## config.mk

```make
export PLATFORM = sky130hd
export DESIGN_NAME = chan_cfg_regs
export DESIGN_NICKNAME = d
export VERILOG_FILES = /design/src/verilog/chan_cfg_pkg.sv /design/src/verilog/chan_cfg_regs.sv
export SDC_FILE = /design/constraint.sdc
export NUM_CORES = 1
export LEC_CHECK = 0
export ABC_AREA = 1
export BUFFER_PORTS_ARGS = -buffer_cell sky130_fd_sc_hd__buf_2
export CORE_UTILIZATION = 52
export CTS_CLUSTER_DIAMETER = 150
export CTS_CLUSTER_SIZE = 8
export DETAILED_ROUTE_END_ITERATION = 16
export GPL_TIMING_DRIVEN = 0
export PLACE_DENSITY_LB_ADDON = 0.1
export SLEW_MARGIN = 20
export SYNTH_ARGS = -nofsm -noshare
export SYNTH_HDL_FRONTEND = slang
export SYNTH_SLANG_ARGS = --single-unit
```

## constraint.sdc

```tcl
create_clock -name I_SYS_CLK -period 1.45 [get_ports I_SYS_CLK]
set_input_delay 0.2175 -clock I_SYS_CLK [delete_from_list [all_inputs] [get_ports I_SYS_CLK]]
set_output_delay 0.2175 -clock I_SYS_CLK [all_outputs]
set_load 0.005 [all_outputs]
```

## src/verilog/chan_cfg_pkg.sv

```systemverilog
/*
  Constants and carrier types for the channel configuration register bank.
  Assumes an APB master with 32-bit data and word-aligned register addresses.
*/
package chan_cfg_pkg;
  // Printed offsets are indices; byte address is four times the index
  localparam logic [7:0] IDX_OSC_CTRL = 8'h88;
  localparam logic [7:0] IDX_RS_DEC = 8'h90;
  localparam logic [7:0] IDX_RS_INTERP = 8'h91;
  localparam logic [7:0] IDX_RS_SCALE = 8'h92;
  localparam logic [7:0] IDX_RSVD_A = 8'h93;
  localparam logic [7:0] IDX_C5_DEC = 8'h94;
  localparam logic [7:0] IDX_C5_SCALE = 8'h95;
  localparam logic [7:0] IDX_RSVD_B = 8'h96;
  localparam logic [7:0] IDX_CF_DEC = 8'hA0;
  localparam logic [7:0] IDX_CF_PHASE = 8'hA1;
  localparam logic [7:0] IDX_CF_TAPS = 8'hA2;
  localparam logic [7:0] IDX_CF_OFFSET = 8'hA3;
  localparam logic [7:0] IDX_CF_CTRL = 8'hA4;
  localparam logic [7:0] IDX_SIG_I = 8'hA5;
  localparam logic [7:0] IDX_SIG_Q = 8'hA6;
  localparam logic [7:0] IDX_COEFFICIENT_MEMORY_LAST = 8'h7F;
  localparam int ADDR_W = 10;

  // Register widths
  localparam int OSC_W = 9;
  localparam int RS_DEC_W = 12;
  localparam int RS_INT_W = 9;
  localparam int RS_SCL_W = 12;
  localparam int C5_SCL_W = 5;
  localparam int CF_CTRL_W = 11;
  localparam int SIG_W = 16;

  // Oscillator control fields
  localparam int OSC_SYNC_HI = 8;
  localparam int OSC_SYNC_LO = 7;
  localparam int OSC_PORT = 6;
  localparam int OSC_CLR_HOP = 3;
  localparam int OSC_AMP_DITH = 2;
  localparam int OSC_PH_DITH = 1;
  localparam int OSC_BYPASS = 0;
  localparam logic [OSC_W-1:0] OSC_WMASK = 9'h1_CF;

  // Resample scale fields
  localparam int RS_LOUD_HI = 9;
  localparam int RS_LOUD_LO = 5;
  localparam int RS_QUIET_HI = 4;
  localparam int RS_QUIET_LO = 0;
  localparam logic [RS_SCL_W-1:0] RS_SCL_WMASK = 12'h3_FF;

  // Coefficient filter control fields
  localparam int CF_BYP_SIG = 10;
  localparam int CF_SRC_OTHER = 9;
  localparam int CF_BANK = 8;
  localparam int CF_COMMON_EXP = 7;
  localparam int CF_FORCE_SCL = 6;
  localparam int CF_FMT_HI = 5;
  localparam int CF_FMT_LO = 4;
  localparam int CF_SCL_HI = 3;
  localparam int CF_SCL_LO = 0;

  // Output formats
  typedef enum logic [1:0] {
    FMT_FIXED = 2'b00,
    FMT_FLOAT8 = 2'b01,
    FMT_FLOAT12 = 2'b10
  } out_fmt_t;

  // Reset values
  localparam logic [31:0] RST_ZERO = 32'h0000_0000;

  typedef struct packed {
    logic [1:0] sync_sel;
    logic port_b;
    logic clr_on_hop;
    logic amp_dither;
    logic ph_dither;
    logic bypass;
  } osc_cfg_t;

  typedef struct packed {
    logic bypass_sig;
    logic src_other;
    logic bank;
    logic common_exp;
    logic force_scale;
    out_fmt_t fmt;
    logic [3:0] scale;
  } cf_cfg_t;

  typedef struct packed {
    logic [11:0] rs_dec_m1;
    logic [8:0] rs_int_m1;
    logic [4:0] rs_scale;
    logic [7:0] c5_dec_m1;
    logic [4:0] c5_scale;
    logic [7:0] cf_dec_m1;
    logic [7:0] cf_phase;
    logic [7:0] cf_taps_m1;
    logic [7:0] cf_offset;
  } filt_cfg_t;
endpackage

```

## src/verilog/chan_cfg_regs.sv

```systemverilog
/*
  Per-channel configuration register bank of a downconverter channel.
  Assumes an APB master, channel-level inputs synchronous to I_SYS_CLK.
*/
`timescale 1ns/1ns
`default_nettype none
module chan_cfg_regs
  import chan_cfg_pkg::*;
#(
  parameter int CHAN_ID = 0
) (
  // Clock and reset
  input wire logic I_SYS_CLK,
  input wire logic I_RST_B,
  // APB slave
  input wire logic I_PSEL,
  input wire logic I_PENABLE,
  input wire logic I_PWRITE,
  input wire logic [ADDR_W-1:0] I_PADDR,
  input wire logic [31:0] I_PWDATA,
  output logic [31:0] O_PRDATA,
  output logic O_PREADY,
  output logic O_PSLVERR,
  // Channel status
  input wire logic I_LEVEL_IND,
  input wire logic I_FILT_START,
  input wire logic I_OUT_SAMPLE,
  input wire logic [SIG_W-1:0] I_SIG_I,
  input wire logic [SIG_W-1:0] I_SIG_Q,
  // Configuration outputs
  output osc_cfg_t O_OSC_CFG,
  output cf_cfg_t O_CF_CFG,
  output filt_cfg_t O_FILT_CFG,
  output logic O_FIRST_PHASE,
  output logic [7:0] O_COEF_PTR,
  output logic O_COEFFICIENT_MEMORY_WE,
  output logic [7:0] O_COEFFICIENT_MEMORY_ADDR,
  output logic [19:0] O_COEFFICIENT_MEMORY_WDATA
);

  logic [OSC_W-1:0] osc_q;
  logic [RS_DEC_W-1:0] rs_dec_q;
  logic [RS_INT_W-1:0] rs_int_q;
  logic [RS_SCL_W-1:0] rs_scl_q;
  logic [7:0] c5_dec_q;
  logic [C5_SCL_W-1:0] c5_scl_q;
  logic [7:0] cf_dec_q;
  logic [7:0] cf_phase_q;
  logic [7:0] cf_taps_q;
  logic [7:0] cf_off_shadow_q;
  logic [7:0] cf_off_work_q;
  logic [CF_CTRL_W-1:0] cf_ctrl_q;
  logic [7:0] phase_work_q;
  logic [31:0] rdata_d;
  logic [7:0] idx;
  logic wr_en;
  logic rd_en;
  logic wr_osc;
  logic wr_rs_dec;
  logic wr_rs_int;
  logic wr_rs_scl;
  logic wr_c5_dec;
  logic wr_c5_scl;
  logic wr_cf_dec;
  logic wr_cf_phase;
  logic wr_cf_taps;
  logic wr_cf_off;
  logic wr_cf_ctrl;

  assign idx = I_PADDR[ADDR_W-1:2];
  assign wr_en = I_PSEL & I_PENABLE & I_PWRITE;
  assign rd_en = I_PSEL & ~I_PENABLE & ~I_PWRITE;

  // Write strobes; reserved and unused indices raise none
  always_comb begin
    wr_osc = 1'b0;
    wr_rs_dec = 1'b0;
    wr_rs_int = 1'b0;
    wr_rs_scl = 1'b0;
    wr_c5_dec = 1'b0;
    wr_c5_scl = 1'b0;
    wr_cf_dec = 1'b0;
    wr_cf_phase = 1'b0;
    wr_cf_taps = 1'b0;
    wr_cf_off = 1'b0;
    wr_cf_ctrl = 1'b0;
    if (wr_en) begin
      case (idx)
        IDX_OSC_CTRL: wr_osc = 1'b1;
        IDX_RS_DEC: wr_rs_dec = 1'b1;
        IDX_RS_INTERP: wr_rs_int = 1'b1;
        IDX_RS_SCALE: wr_rs_scl = 1'b1;
        IDX_C5_DEC: wr_c5_dec = 1'b1;
        IDX_C5_SCALE: wr_c5_scl = 1'b1;
        IDX_CF_DEC: wr_cf_dec = 1'b1;
        IDX_CF_PHASE: wr_cf_phase = 1'b1;
        IDX_CF_TAPS: wr_cf_taps = 1'b1;
        IDX_CF_OFFSET: wr_cf_off = 1'b1;
        IDX_CF_CTRL: wr_cf_ctrl = 1'b1;
        default: ;
      endcase
    end
  end

  // Oscillator control
  always_ff @(posedge I_SYS_CLK) begin
    if (!I_RST_B) begin
      osc_q <= RST_ZERO[OSC_W-1:0];
    end else if (wr_osc) begin
      osc_q <= I_PWDATA[OSC_W-1:0] & OSC_WMASK;
    end
  end

  // Resample decimation
  always_ff @(posedge I_SYS_CLK) begin
    if (!I_RST_B) begin
      rs_dec_q <= RST_ZERO[RS_DEC_W-1:0];
    end else if (wr_rs_dec) begin
      rs_dec_q <= I_PWDATA[RS_DEC_W-1:0];
    end
  end

  // Resample interpolation
  always_ff @(posedge I_SYS_CLK) begin
    if (!I_RST_B) begin
      rs_int_q <= RST_ZERO[RS_INT_W-1:0];
    end else if (wr_rs_int) begin
      rs_int_q <= I_PWDATA[RS_INT_W-1:0];
    end
  end

  // Resample scale pair
  always_ff @(posedge I_SYS_CLK) begin
    if (!I_RST_B) begin
      rs_scl_q <= RST_ZERO[RS_SCL_W-1:0];
    end else if (wr_rs_scl) begin
      rs_scl_q <= I_PWDATA[RS_SCL_W-1:0] & RS_SCL_WMASK;
    end
  end

  // Fifth-order comb decimation
  always_ff @(posedge I_SYS_CLK) begin
    if (!I_RST_B) begin
      c5_dec_q <= RST_ZERO[7:0];
    end else if (wr_c5_dec) begin
      c5_dec_q <= I_PWDATA[7:0];
    end
  end

  // Fifth-order comb scale
  always_ff @(posedge I_SYS_CLK) begin
    if (!I_RST_B) begin
      c5_scl_q <= RST_ZERO[C5_SCL_W-1:0];
    end else if (wr_c5_scl) begin
      c5_scl_q <= I_PWDATA[C5_SCL_W-1:0];
    end
  end

  // Coefficient filter decimation
  always_ff @(posedge I_SYS_CLK) begin
    if (!I_RST_B) begin
      cf_dec_q <= RST_ZERO[7:0];
    end else if (wr_cf_dec) begin
      cf_dec_q <= I_PWDATA[7:0];
    end
  end

  // Coefficient filter phase
  always_ff @(posedge I_SYS_CLK) begin
    if (!I_RST_B) begin
      cf_phase_q <= RST_ZERO[7:0];
    end else if (wr_cf_phase) begin
      cf_phase_q <= I_PWDATA[7:0];
    end
  end

  // Coefficient filter taps
  always_ff @(posedge I_SYS_CLK) begin
    if (!I_RST_B) begin
      cf_taps_q <= RST_ZERO[7:0];
    end else if (wr_cf_taps) begin
      cf_taps_q <= I_PWDATA[7:0];
    end
  end

  // Coefficient offset shadow
  always_ff @(posedge I_SYS_CLK) begin
    if (!I_RST_B) begin
      cf_off_shadow_q <= RST_ZERO[7:0];
    end else if (wr_cf_off) begin
      cf_off_shadow_q <= I_PWDATA[7:0];
    end
  end

  // Coefficient filter control
  always_ff @(posedge I_SYS_CLK) begin
    if (!I_RST_B) begin
      cf_ctrl_q <= RST_ZERO[CF_CTRL_W-1:0];
    end else if (wr_cf_ctrl) begin
      cf_ctrl_q <= I_PWDATA[CF_CTRL_W-1:0];
    end
  end

  // Working coefficient offset
  always_ff @(posedge I_SYS_CLK) begin
    if (!I_RST_B) begin
      cf_off_work_q <= RST_ZERO[7:0];
    end else if (I_OUT_SAMPLE) begin
      cf_off_work_q <= cf_off_shadow_q;
    end
  end

  // Phase taken at each filter start; sync does not touch it
  always_ff @(posedge I_SYS_CLK) begin
    if (!I_RST_B) begin
      phase_work_q <= RST_ZERO[7:0];
    end else if (I_FILT_START) begin
      phase_work_q <= cf_phase_q;
    end
  end

  // Read mux
  always_comb begin
    rdata_d = RST_ZERO;
    case (idx)
      IDX_OSC_CTRL: rdata_d[OSC_W-1:0] = osc_q;
      IDX_RS_DEC: rdata_d[RS_DEC_W-1:0] = rs_dec_q;
      IDX_RS_INTERP: rdata_d[RS_INT_W-1:0] = rs_int_q;
      IDX_RS_SCALE: rdata_d[RS_SCL_W-1:0] = rs_scl_q;
      IDX_C5_DEC: rdata_d[7:0] = c5_dec_q;
      IDX_C5_SCALE: rdata_d[C5_SCL_W-1:0] = c5_scl_q;
      IDX_CF_DEC: rdata_d[7:0] = cf_dec_q;
      IDX_CF_PHASE: rdata_d[7:0] = cf_phase_q;
      IDX_CF_TAPS: rdata_d[7:0] = cf_taps_q;
      IDX_CF_OFFSET: rdata_d[7:0] = cf_off_shadow_q;
      IDX_CF_CTRL: rdata_d[CF_CTRL_W-1:0] = cf_ctrl_q;
      IDX_SIG_I: rdata_d[SIG_W-1:0] = I_SIG_I;
      IDX_SIG_Q: rdata_d[SIG_W-1:0] = I_SIG_Q;
      default: rdata_d = RST_ZERO;
    endcase
  end

  // APB answer: ready in the access cycle, data captured in setup
  always_ff @(posedge I_SYS_CLK) begin
    if (!I_RST_B) begin
      O_PRDATA <= RST_ZERO;
      O_PREADY <= 1'b0;
      O_PSLVERR <= 1'b0;
    end else begin
      O_PREADY <= I_PSEL & ~I_PENABLE;
      O_PSLVERR <= 1'b0;
      if (rd_en) begin
        O_PRDATA <= rdata_d;
      end
    end
  end

  // Coefficient memory write port with bank bit as address MSB
  always_ff @(posedge I_SYS_CLK) begin
    if (!I_RST_B) begin
      O_COEFFICIENT_MEMORY_WE <= 1'b0;
      O_COEFFICIENT_MEMORY_ADDR <= RST_ZERO[7:0];
      O_COEFFICIENT_MEMORY_WDATA <= RST_ZERO[19:0];
    end else begin
      O_COEFFICIENT_MEMORY_WE <= wr_en & (idx <= IDX_COEFFICIENT_MEMORY_LAST);
      O_COEFFICIENT_MEMORY_ADDR <= {cf_ctrl_q[CF_BANK], idx[6:0]};
      O_COEFFICIENT_MEMORY_WDATA <= I_PWDATA[19:0];
    end
  end

  // Oscillator settings
  always_ff @(posedge I_SYS_CLK) begin
    if (!I_RST_B) begin
      O_OSC_CFG <= '0;
    end else begin
      O_OSC_CFG.sync_sel <= osc_q[OSC_SYNC_HI:OSC_SYNC_LO];
      O_OSC_CFG.port_b <= osc_q[OSC_PORT];
      O_OSC_CFG.clr_on_hop <= osc_q[OSC_CLR_HOP];
      O_OSC_CFG.amp_dither <= osc_q[OSC_AMP_DITH];
      O_OSC_CFG.ph_dither <= osc_q[OSC_PH_DITH];
      O_OSC_CFG.bypass <= osc_q[OSC_BYPASS];
    end
  end

  // Coefficient filter control settings
  always_ff @(posedge I_SYS_CLK) begin
    if (!I_RST_B) begin
      O_CF_CFG <= '0;
    end else begin
      O_CF_CFG.bypass_sig <= cf_ctrl_q[CF_BYP_SIG];
      O_CF_CFG.src_other <= cf_ctrl_q[CF_SRC_OTHER];
      O_CF_CFG.bank <= cf_ctrl_q[CF_BANK];
      O_CF_CFG.common_exp <= cf_ctrl_q[CF_COMMON_EXP];
      O_CF_CFG.force_scale <= cf_ctrl_q[CF_FORCE_SCL];
      O_CF_CFG.fmt <= cf_ctrl_q[CF_FMT_HI] ? FMT_FLOAT12 :
                      (cf_ctrl_q[CF_FMT_LO] ? FMT_FLOAT8 : FMT_FIXED);
      O_CF_CFG.scale <= cf_ctrl_q[CF_SCL_HI:CF_SCL_LO];
    end
  end

  // Filter settings, pointer and other-channel source
  always_ff @(posedge I_SYS_CLK) begin
    if (!I_RST_B) begin
      O_FILT_CFG <= '0;
      O_FIRST_PHASE <= 1'b0;
      O_COEF_PTR <= RST_ZERO[7:0];
    end else begin
      O_FILT_CFG.rs_dec_m1 <= rs_dec_q;
      O_FILT_CFG.rs_int_m1 <= rs_int_q;
      O_FILT_CFG.rs_scale <= I_LEVEL_IND ? rs_scl_q[RS_LOUD_HI:RS_LOUD_LO] :
                             rs_scl_q[RS_QUIET_HI:RS_QUIET_LO];
      O_FILT_CFG.c5_dec_m1 <= c5_dec_q;
      O_FILT_CFG.c5_scale <= c5_scl_q;
      O_FILT_CFG.cf_dec_m1 <= cf_dec_q;
      O_FILT_CFG.cf_phase <= phase_work_q;
      O_FILT_CFG.cf_taps_m1 <= cf_taps_q;
      O_FILT_CFG.cf_offset <= cf_off_work_q;
      O_COEF_PTR <= cf_off_work_q;
      // Other-channel source: channel 1 takes 0, all others take 1
      O_FIRST_PHASE <= (CHAN_ID == 1) ? 1'b0 : 1'b1;
    end
  end

endmodule
`default_nettype wire

```

* After elaboration in Yosys (flattened, before gate mapping) *
Index checks and enable logic that the tools add are counted.
W data, S select, Z words.

operators by class
  magnitude comparators = 1
  equal/unequal tests = 13
  mux-type cells = 32
  bitwise operators = 8
  reductions and logical operators = 1

operator list
  operator              number
  $eq A8 B8 Y1 const B  13
  $pmux W5 S13          1
  $pmux W3 S12          1
  $mux W1               24
  $pmux W2 S5           1
  $le A8 B7 Y1 const B  1
  $pmux W4 S2           1
  $pmux W1 S7           1
  $and A1 B1 Y1         5
  $mux W5               1
  $not A1 Y1            3
  $pmux W1 S3           1
  $mux W2               1
  $reduce_or A2 Y1      1

word-level totals
  register bits after elaboration = 246
  output and inout bits = 161
  word-level logic and storage cells = 97

* Longest topological paths before layout *
Gate-level depths: netlist of the first run.

  word-level depth = 3
  depth in mapped cells = 11
  gate-level depth less buffers = 11

* Worst setup path before layout of the first run *
No wires, ideal clock.

  kind = input-to-reg
  start = in I_PADDR[8]
  end = reg osc_q[3]
  arrival = 1,153 ps
  setup slack = 177 ps
  cell stages on the path = 8
  path buffers = 1
  cell sequence = inv_1 nand2_4 nor2_1 and2_4 nand2_2 buf_2 o21ai_1 a21oi_1

on the way
  longest elaborated chain between the ends = 3

ends and longest elaborated chain
  element               RTL line              source
  start, declared       chan_cfg_regs.sv:19   input wire logic [ADDR_W-1:0] I_PADDR,
  $eq A8 B8 Y1          chan_cfg_regs.sv:88   case (idx)
  $mux W1               chan_cfg_regs.sv:88
  $mux W1               chan_cfg_regs.sv:87   if (wr_en) begin
  end signal, assigned  chan_cfg_regs.sv:108  osc_q <= RST_ZERO[OSC_W-1:0];
  end signal, assigned  chan_cfg_regs.sv:110  osc_q <= I_PWDATA[OSC_W-1:0] & OSC_WMASK;
  end, declared         chan_cfg_regs.sv:41   logic [OSC_W-1:0] osc_q;

Every way passes these cells.
A chain may end at the register's enable or synchronous reset.

==> results of run 1 <==
worst max-delay path by stage:
| stage | startpoint | to | depth (start not counted) |
|---|---|---|---|
| final | I_RST_B | O_FILT_CFG[46] | 6 |
| after global routing | I_RST_B | O_FILT_CFG[45] | 6 |
| after CTS | I_RST_B | O_FILT_CFG[45] | 6 |
| after detailed placement | I_RST_B | O_COEFFICIENT_MEMORY_WDATA[6] | 6 |
| after global placement | I_RST_B | O_COEFFICIENT_MEMORY_WDATA[2] | 6 |
| after floorplan | I_PADDR[8] | osc_q[3] | 8 |
cells in the mapped netlist (7+ instances only):
library cell,instances
nand3_1,86
buf_1,11
nand2_1,218
o21ai_0,75
buf_4,35
inv_1,165
a21oi_1,125
o21a_1,7
buf_2,9
nor2_1,78
clkbuf_1,19
dfxtp_1,245
nand2_2,12
o21ai_1,7
nor2_2,8
timing repair:
item                                   CTS  global route
endpoints found under the hold margin   25             0
resized for setup                        2             0
hold buffers                            26             0
setup endpoints to repair               10             0
routing by layer:
layer	wire length [um]	vias to the layer above	global-route usage (%)
li1	-	4122	-
met1	11200	3879	38.5
met5	0	-	0
met2	12400	450	48.3
met4	964	0	15.3
met3	2540	64	5.78
logic make-up (layout without fill, tap and decap cells):
family	count (synthesis)	in the layout	share of synthesized area (%)
flip-flops	245	245	54.2
AND/OR/NAND/NOR	423	423	20.7
other	1	17	0.0414
AO/OA/AOI/OAI	223	223	12.8
buffers and inverters	251	524	12.4
sequential cells by signal, summed over array words and instances, names as in the netlist, 5 cells and up:
name	cells
O_FILT_CFG	63
O_COEFFICIENT_MEMORY_WDATA	20
O_PRDATA	16
rs_dec_q	12
cf_ctrl_q	11
O_CF_CFG	10
rs_scl_q	10
rs_int_q	9
O_COEFFICIENT_MEMORY_ADDR	8
O_COEF_PTR	8
c5_dec_q	8
cf_dec_q	8
cf_off_shadow_q	8
cf_off_work_q	8
cf_phase_q	8
cf_taps_q	8
phase_work_q	8
O_OSC_CFG	7
osc_q	7
c5_scl_q	5
placed cells by master, fill, tap and decap left out, drive strengths merged:
cell	n
inv	171
clkbuf	57
o21ai	82
a31oi	2
nor2	92
a41oi	1
o21a	7
o22ai	2
clkdlybuf4s15	1
clkinv	2
a31o	4
conb	17
dfxtp	245
nor4	1
buf	267
a21oi	125
nand3	90
nand2	233
and2	1
nor3	6
dlygate4sd3	26
area by class of cell:
type                       instances  area, sq um  area share [%]
buffer                            79          478            4.11
clock buffer                      37          926            7.96
clock inverter                     1         5.00          0.0430
inverter                         172          649            5.58
multi-input combinational        663         3090            26.6
sequential                       245         4900            42.1
tap                              220          275            2.37
timing repair buffer             235         1310            11.2
worst min-delay path: cells and delay by family:
| family | cells | cell delay (ns) |
|---|---|---|
| AO/OA/AOI/OAI | 2 | 0.19 |
| buffers and inverters | 1 | 0.08 |
power breakdown:
group | total [mW] | internal (mW) | leakage [nW] | switching (mW)
Sequential | 6.88 | 6.85 | 1.99 | 0.0317
Clock | 7.09 | 4.44 | 0.460 | 2.65
Combinational | 0.800 | 0.307 | 3.72 | 0.493
==> flow_metrics.py, run 1 <==
metrics = {
    "pwr": {
        "leakagePower_nw": 6.17,
        "powerDensity_nw_per_um2": 1270,
        "report.power.total_mw": 14.8,
        "peakVddDrop_v": 0.000782,
    },
    "setup_path": {
        "arrival_ns": 1.81,
        "path_delay_family": "buffers and inverters",
        "r2r_start": "cf_phase_q[4]",
        "cp-end-kind": "flip-flop",
        "path_class": "input port to flip-flop",
        "required_ns": 1.85,
        "cp-start-kind": "input port",
        "reg2reg_slack_ns": 0.22,
        "crit_fanout": 10,
        "r2r.worst_path.cells": 6,
        "critPathBufInv": 4,
        "crit_chain": "buf_2, buf_2, buf_2, clkbuf_1, o21ai_0, a21oi_1",
        "worst_path_most_repeated_cell": "buf_2",
        "crit_path_max_incr_delay_ns": 0.51,
        "slowest_stage": "clkbuf_1",
        "r2r-end": "O_PRDATA[4]",
    },
    "sta": {
        "slew_headroom_pct": 38.8,
        "post-route-period-util_pct": 97.2,
        "hold_ws_ns": 0.0329,
        "worst_pin_slew_ns": 0.917,
        "fin_setup_tns_ns": 0,
        "finalSetupViolCount": 0,
        "post-route-min-period_ns": 1.41,
        "rsz0062_at_grt": "no",
        "fmax_mhz": 710,
        "fin_worst_skew_ns": 0.0104,
        "layout_setup_ws_ns": 0.0409,
        "final_max_slew_viol_count": 0,
        "hold_violations": 0,
    },
    "clock_network": {
        "clock_latency_ns": 0.50,
        "cts_root_buffer": "clkbuf_16",
        "cts_tree": "done",
        "clock_path_buffers": 3,
        "htreeDepth": 2,
        "post_cts_buffers": 0,
        "cts.sinks": 245,
        "cts_buffers": 36,
        "clk_pin_slew_ns": 0.05,
    },
    "synthesis": {
        "yosysWarnings": 0,
        "synthCells": 1143,
        "netlist_area_sq_um": 9060,
        "ys.flop_type": "dfxtp_1",
        "ys_ff_latch": 245,
        "syn_area_per_cell_sq_um": 7.92,
        "async_reset_ff_share_pct": 0,
        "synth_cell_types": 33,
        "yosysTopAreaCell": "dfxtp_1",
        "yosysTopAreaCellShare_pct": 54.2,
        "yosys-top-cells-area": "dfxtp_1, nand2_1, a21oi_1",
        "synth_edf_count": 0,
        "seq_area_frac_synth_pct": 54.2,
    },
    "place": {
        "preCtsSetupSlack_ns": -0.563,
        "routabilityCongestion": 0.945,
        "dp_cells": 1588,
        "placed_area_sq_um": 10400,
        "port_buffers": 209,
        "hpwlAfterDp_um": 19200,
    },
    "floorplanning": {
        "io_pins": 243,
        "start_util_pct": 53.9,
        "placementRows": 47,
        "dieArea_sq_um": 17900,
        "die_h_um": 134,
        "core_sq_um": 16800,
        "fp.dieW_um": 134,
    },
    "route": {
        "drc": 0,
        "dr_total_vias": 8515,
        "wl_per_cell_um": 16.4,
        "firstDrtPassIters": 5,
        "drt_iter0_markers": 762,
        "wirelength_um": 27100,
        "viasPerCell": 5.15,
        "ant_nets": 0,
    },
    "global_routing": {
        "grt_overflow": 0,
        "grt_use_total_pct": 30.0,
        "grt_pass1_vias": 7824,
        "grt_max_degree": 11,
        "grt_first_pass_wirelength_um": 40800,
        "grt_antenna_before_repair": 0,
    },
    "finish": {
        "finalNonFillerCells": 1652,
        "fin_util_pct": 69.2,
        "drive_gt1_share_pct": 24.0,
        "final_cell_area_sq_um": 11600,
        "diodes": 0,
        "syn2layout_area_growth_pct": 28.5,
        "n_fill_cell": 1440,
        "final_nets": 1514,
    },
    "job": {
        "max-cap-violations": 0,
    },
    "min_path": {
        "hp-class": "input port to flip-flop",
        "whs_path_depth": 3,
        "worstHoldStart": "I_PWDATA[4]",
        "whs_endpoint": "cf_off_shadow_q[4]",
    },
    "run_status": {
        "status": "finished, final reports clean",
    },
}
No activity file was read; power rests on OpenSTA's default activity.
==> run 2, diff against run 1 <==
ABC_AREA = unset   (was 1)
PLACE_DENSITY = 0.79   (was unset)
PLACE_DENSITY_LB_ADDON = unset   (was 0.1)
==> flow_metrics.py, run 2 <==
metrics = {
    "run_status": {
        "status": "finished with violations",
        "failed_checks": "negative setup slack",
    },
    "finish": {
        "top_register": "O_FILT_CFG",
        "finalNonFillerCells": 1472,
        "largest_reg_flops": 63,
        "layout_common_cells": "dfxtp_1, buf_2, nand2_1, inv_1, nor2b_1",
        "drive_gt1_share_pct": 30.1,
        "top_regs": "O_FILT_CFG: 63 flops, O_COEFFICIENT_MEMORY_WDATA: 20 flops, O_PRDATA: 16 flops",
        "final_nets": 1326,
        "final_common_cell": "dfxtp_1",
        "syn2layout_area_growth_pct": 31.8,
    },
    "setup_path": {
        "r2r.worst_path.cells": 4,
        "crit_fanout": 3,
        "path_class": "flip-flop to flip-flop",
        "r2r_start": "cf_phase_q[6]",
        "required_ns": 1.84,
        "arrival_ns": 1.97,
        "cp-start-kind": "flip-flop",
        "r2r-end": "O_PRDATA[6]",
        "reg2reg_slack_ns": -0.13,
        "cp-end-kind": "flip-flop",
    },
    "sta": {
        "rsz0062_at_grt": "yes",
        "layout_setup_ws_ns": -0.125,
        "post-route-period-util_pct": 109,
        "worst_pin_slew_ns": 0.992,
        "fin_worst_skew_ns": 0.0252,
        "post-route-min-period_ns": 1.58,
        "hold_violations": 0,
        "fmax_mhz": 635,
        "slew_headroom_pct": 33.9,
        "hold_ws_ns": 0.00977,
        "final_max_slew_viol_count": 0,
        "finalSetupViolCount": 2,
    },
    "place": {
        "port_buffers": 206,
        "hpwlAfterDp_um": 21500,
        "dp_cells": 1406,
        "routabilityCongestion": 0.973,
    },
    "job": {
        "max-cap-violations": 0,
    },
    "floorplanning": {
        "placementRows": 48,
        "core_sq_um": 17200,
        "fp.dieW_um": 135,
        "start_util_pct": 53.1,
        "die_h_um": 135,
        "dieArea_sq_um": 18100,
        "io_pins": 243,
    },
    "clock_network": {
        "clock_latency_ns": 0.51,
        "clock_path_buffers": 3,
        "cts_buffers": 36,
        "clk_pin_slew_ns": 0.05,
        "cts_tree": "done",
        "cts.sinks": 245,
        "htreeDepth": 2,
        "cts_root_buffer": "clkbuf_16",
    },
    "global_routing": {
        "grt_use_total_pct": 33.3,
        "grt_max_degree": 11,
        "grt_first_pass_wirelength_um": 44600,
        "grt_pass1_vias": 7699,
        "grt_antenna_before_repair": 1,
        "grt_overflow": 0,
    },
    "pwr": {
        "peakVddDrop_v": 0.00102,
        "powerDensity_nw_per_um2": 1240,
        "leakagePower_nw": 5.90,
    },
    "route": {
        "ant_nets": 0,
        "viasPerCell": 5.55,
        "wirelength_um": 30600,
        "drc": 0,
        "firstDrtPassIters": 6,
        "wl_per_cell_um": 20.8,
        "drt_iter0_markers": 734,
        "dr_total_vias": 8163,
    },
    "synthesis": {
        "ys_ff_latch": 245,
        "synth_edf_count": 0,
        "netlist_area_sq_um": 9150,
        "synthCells": 958,
        "async_reset_ff_share_pct": 0,
        "ys_top_cells_by_count": "dfxtp_1, nand2_1, inv_1, nor2b_1",
        "yosys-top-cells-area": "dfxtp_1, mux2i_1, nor2b_1",
        "ys.flop_type": "dfxtp_1",
        "seq_area_frac_synth_pct": 53.6,
        "yosysWarnings": 0,
        "syn_area_per_cell_sq_um": 9.55,
        "synth.most_common_cell": "dfxtp_1",
        "yosysTopAreaCell": "dfxtp_1",
        "yosysTopAreaCellShare_pct": 53.6,
        "synth_cell_types": 60,
    },
    "min_path": {
        "whs_path_depth": 3,
        "worstHoldStart": "I_PWDATA[1]",
        "whs_endpoint": "cf_phase_q[1]",
        "hp-class": "input port to flip-flop",
    },
}
[run 2: critical path, cell delays in order (launching register included)]
cell and delay (ns):
dfxtp_2 0.34, mux4_2 0.51, a221oi_2 0.23, o21ai_1 0.10, o32a_1 0.29
[run 2: repair_timing]
item | CTS | global route
buffers inserted | 6 | 6
gates cloned | 1 | 0
endpoints found under the hold margin | 13 | 1
setup endpoints to repair | 153 | 104
pin swaps | 5 | 6
hold buffers | 12 | 1
resized for setup | 27 | 41
[run 2: worst max-delay path by stage]
stage | from | to | slack [ns]
after detailed placement | I_RST_B | cf_taps_q[0] | -0.86
after floorplan | I_PADDR[8] | cf_phase_q[5] | -0.15
after global placement | I_PENABLE | O_PRDATA[5] | -0.91
final | cf_phase_q[6] | O_PRDATA[6] | -0.13
after CTS | cf_phase_q[6] | O_PRDATA[6] | -0.12
after global routing | cf_phase_q[6] | O_PRDATA[6] | -0.15
[run 2: metal layers]
layer  vias to the layer above  share of wire [%]  GRT usage (%)
met3                        84                9.3           8.18
li1                       3729                  -              -
met2                       469                 46           54.1
met1                      3881                 40           41.3
met4                         0                4.4           16.0
met5                         -                  0              0
[run 2: metrics by stage]
step                util (%)  power (mW)  instance area [sq um]  TNS [ns]  worst slack, ns
detailed placement      61.7        7.72                  10600   -125.60           -0.855
finish                  70.0        15.0                  12100    -0.135           -0.125
global placement        61.6        7.72                  10600   -125.33           -0.906
global route            69.9        15.4                  12100    -0.152           -0.148
CTS                     69.0        15.0                  11900    -0.118           -0.118
floorplan                  -        7.35                   9310     -4.34           -0.147
[run 2: cell families (layout without fill, tap and decap cells)]
| logic type | count (synthesis) | count (layout) | synth area share, % |
|---|---|---|---|
| AO/OA/AOI/OAI | 160 | 160 | 11.8 |
| multiplexers | 64 | 64 | 7.18 |
| other | 1 | 18 | 0.0410 |
| AND/OR/NAND/NOR | 333 | 333 | 19.4 |
| flip-flops | 245 | 245 | 53.6 |
| buffers and inverters | 155 | 427 | 7.92 |
[run 2: power breakdown]
group | switching [mW] | internal [mW] | leakage (nW)
Combinational | 0.529 | 0.340 | 3.44
Clock | 2.75 | 4.58 | 0.479
Sequential | 0.0145 | 6.80 | 1.98
Total | 3.29 | 11.7 | 5.90
[run 2: area by class of cell]
cell class / count / area (sq um)
clock inverters: 2 / 21.3
repair buffers: 233 / 1310
flip-flops and latches: 245 / 4910
clock buffers: 38 / 951
inverters: 64 / 240
diodes: 1 / 2.50
well taps: 225 / 282
plain buffers: 90 / 582
multi-input cells: 574 / 3770
fillers: 1299 / 5180
==> run 3, diff against run 2 <==
CORE_ASPECT_RATIO = 0.7   (was unset)
==> flow_metrics.py, run 3 (synthesis results as in run 2) <==
metrics = {
    "run_status": {
        "status": "finished with violations",
        "failed_checks": "negative setup slack",
    },
    "clock_network": {
        "clock_path_buffers": 3,
        "htreeDepth": 2,
        "cts_root_buffer": "clkbuf_16",
        "clk_pin_slew_ns": 0.05,
        "clock_latency_ns": 0.49,
        "cts.sinks": 245,
        "cts_tree": "done",
        "cts_buffers": 36,
    },
    "floorplanning": {
        "fp.dieW_um": 161,
        "dieArea_sq_um": 18100,
        "placementRows": 40,
        "start_util_pct": 53.3,
        "io_pins": 243,
        "die_h_um": 113,
        "core_sq_um": 17200,
    },
    "sta": {
        "post-route-min-period_ns": 1.60,
        "fin_worst_skew_ns": 0.0138,
        "layout_setup_ws_ns": -0.155,
        "slew_headroom_pct": 33.5,
        "hold_ws_ns": 0.00707,
        "fmax_mhz": 623,
        "hold_violations": 0,
        "final_max_slew_viol_count": 0,
        "finalSetupViolCount": 1,
        "post-route-period-util_pct": 111,
        "worst_pin_slew_ns": 0.998,
        "rsz0062_at_grt": "yes",
    },
    "finish": {
        "largest_reg_flops": 63,
        "final_nets": 1322,
        "syn2layout_area_growth_pct": 31.4,
        "n_fill_cell": 1338,
        "top_regs": "O_FILT_CFG: 63 flops, O_COEFFICIENT_MEMORY_WDATA: 20 flops, O_PRDATA: 16 flops",
        "top_register": "O_FILT_CFG",
        "layout_common_cells": "dfxtp_1, buf_2, nand2_1, inv_1, nor2b_1",
        "drive_gt1_share_pct": 30.2,
        "final_common_cell": "dfxtp_1",
    },
    "route": {
        "drt_iter0_markers": 844,
        "viasPerCell": 5.49,
        "ant_nets": 0,
        "dr_total_vias": 8087,
        "firstDrtPassIters": 6,
        "wl_per_cell_um": 21.2,
        "wirelength_um": 31100,
        "drc": 0,
    },
    "pwr": {
        "report.power.total_mw": 14.8,
        "peakVddDrop_v": 0.000854,
        "leakagePower_nw": 5.86,
        "powerDensity_nw_per_um2": 1230,
    },
    "global_routing": {
        "grt_pass1_vias": 7639,
        "grt_antenna_before_repair": 0,
        "grt_use_total_pct": 33.8,
        "grt_first_pass_wirelength_um": 45700,
        "grt_max_degree": 11,
        "grt_overflow": 0,
    },
    "min_path": {
        "hp-class": "input port to flip-flop",
    },
    "setup_path": {
        "cp-start-kind": "flip-flop",
        "required_ns": 1.83,
        "cp-end-kind": "flip-flop",
        "crit_path_max_incr_delay_ns": 0.52,
        "crit_fanout": 3,
        "crit_chain": "mux4_2, a221oi_2, o21ai_1, o32a_1",
        "arrival_ns": 1.98,
        "path_class": "flip-flop to flip-flop",
        "slowest_stage": "mux4_2",
    },
    "job": {
        "max-cap-violations": 0,
    },
    "place": {
        "hpwlAfterDp_um": 22100,
        "port_buffers": 206,
        "routabilityCongestion": 0.970,
    },
}
==> run 3: metal layers <==
layer | vias up | GRT usage, % | routed length, um
met5 | - | 0 | 0
met4 | 0 | 9.40 | 703
met3 | 62 | 11.1 | 3750
met2 | 491 | 50.0 | 13000
met1 | 3804 | 47.1 | 13700
li1 | 3730 | - | -
==> run 3: worst paths after layout <==
path	start	endpoint	slack [ns]	depth (start not counted)
max reg2reg	cf_phase_q[6]	O_PRDATA[6]	-0.15	4
min	I_PADDR[8]	O_COEFFICIENT_MEMORY_ADDR[6]	0.007	2
min reg2reg	cf_off_work_q[3]	O_COEF_PTR[3]	0.44	1
max	cf_phase_q[6]	O_PRDATA[6]	-0.15	4
==> run 3: final cells by class <==
| class | count | area, sq um | share of cell area, % |
|---|---|---|---|
| antenna | 1 | 2.50 | 0.0208 |
| clock buffer | 37 | 926 | 7.70 |
| timing repair buffer | 231 | 1290 | 10.8 |
| sequential | 245 | 4910 | 40.8 |
| tap | 231 | 289 | 2.40 |
| clock inverter | 1 | 5.00 | 0.0416 |
| inverter | 64 | 240 | 2.00 |
| multi-input combinational | 574 | 3780 | 31.5 |
| buffer | 88 | 578 | 4.81 |
==> run 3: what timing repair did <==
item                       in CTS  in global routing
resized for setup              29                 41
pin swaps                       4                 10
buffers inserted                9                  3
setup endpoints to repair     136                 84
hold endpoints to repair       11                  0
hold buffers                   11                  0
gates cloned                    0                  1
==> run 3: power breakdown <==
group,switching [mW],internal [mW],total [mW]
sequential,0.0177,6.80,6.82
clock,2.66,4.44,7.10
combinational,0.541,0.337,0.878
total,3.22,11.6,14.8
==> run 3: worst max-delay path, delay by kind of cell (launching register included) <==
kind	cells	cell delay [ns]
compound gates	3	0.62
flops	1	0.35
mux	1	0.52
==> run 3: through the flow <==
| step | cell area [sq um] | instances | TNS (ns) | setup slack, ns | utilization, % |
|---|---|---|---|---|---|
| CTS | 11900 | 1470 | -0.135 | -0.132 | 69.1 |
| finish | 12000 | 1472 | -0.155 | -0.155 | 70.0 |
| detailed placement | 10600 | 1412 | -124.51 | -0.904 | 62.0 |
| global route | 12000 | 1471 | -0.285 | -0.184 | 70.0 |
| global placement | 10600 | 1411 | -122.42 | -1.10 | 61.9 |
| floorplan | 9310 | 974 | -4.34 | -0.147 | - |
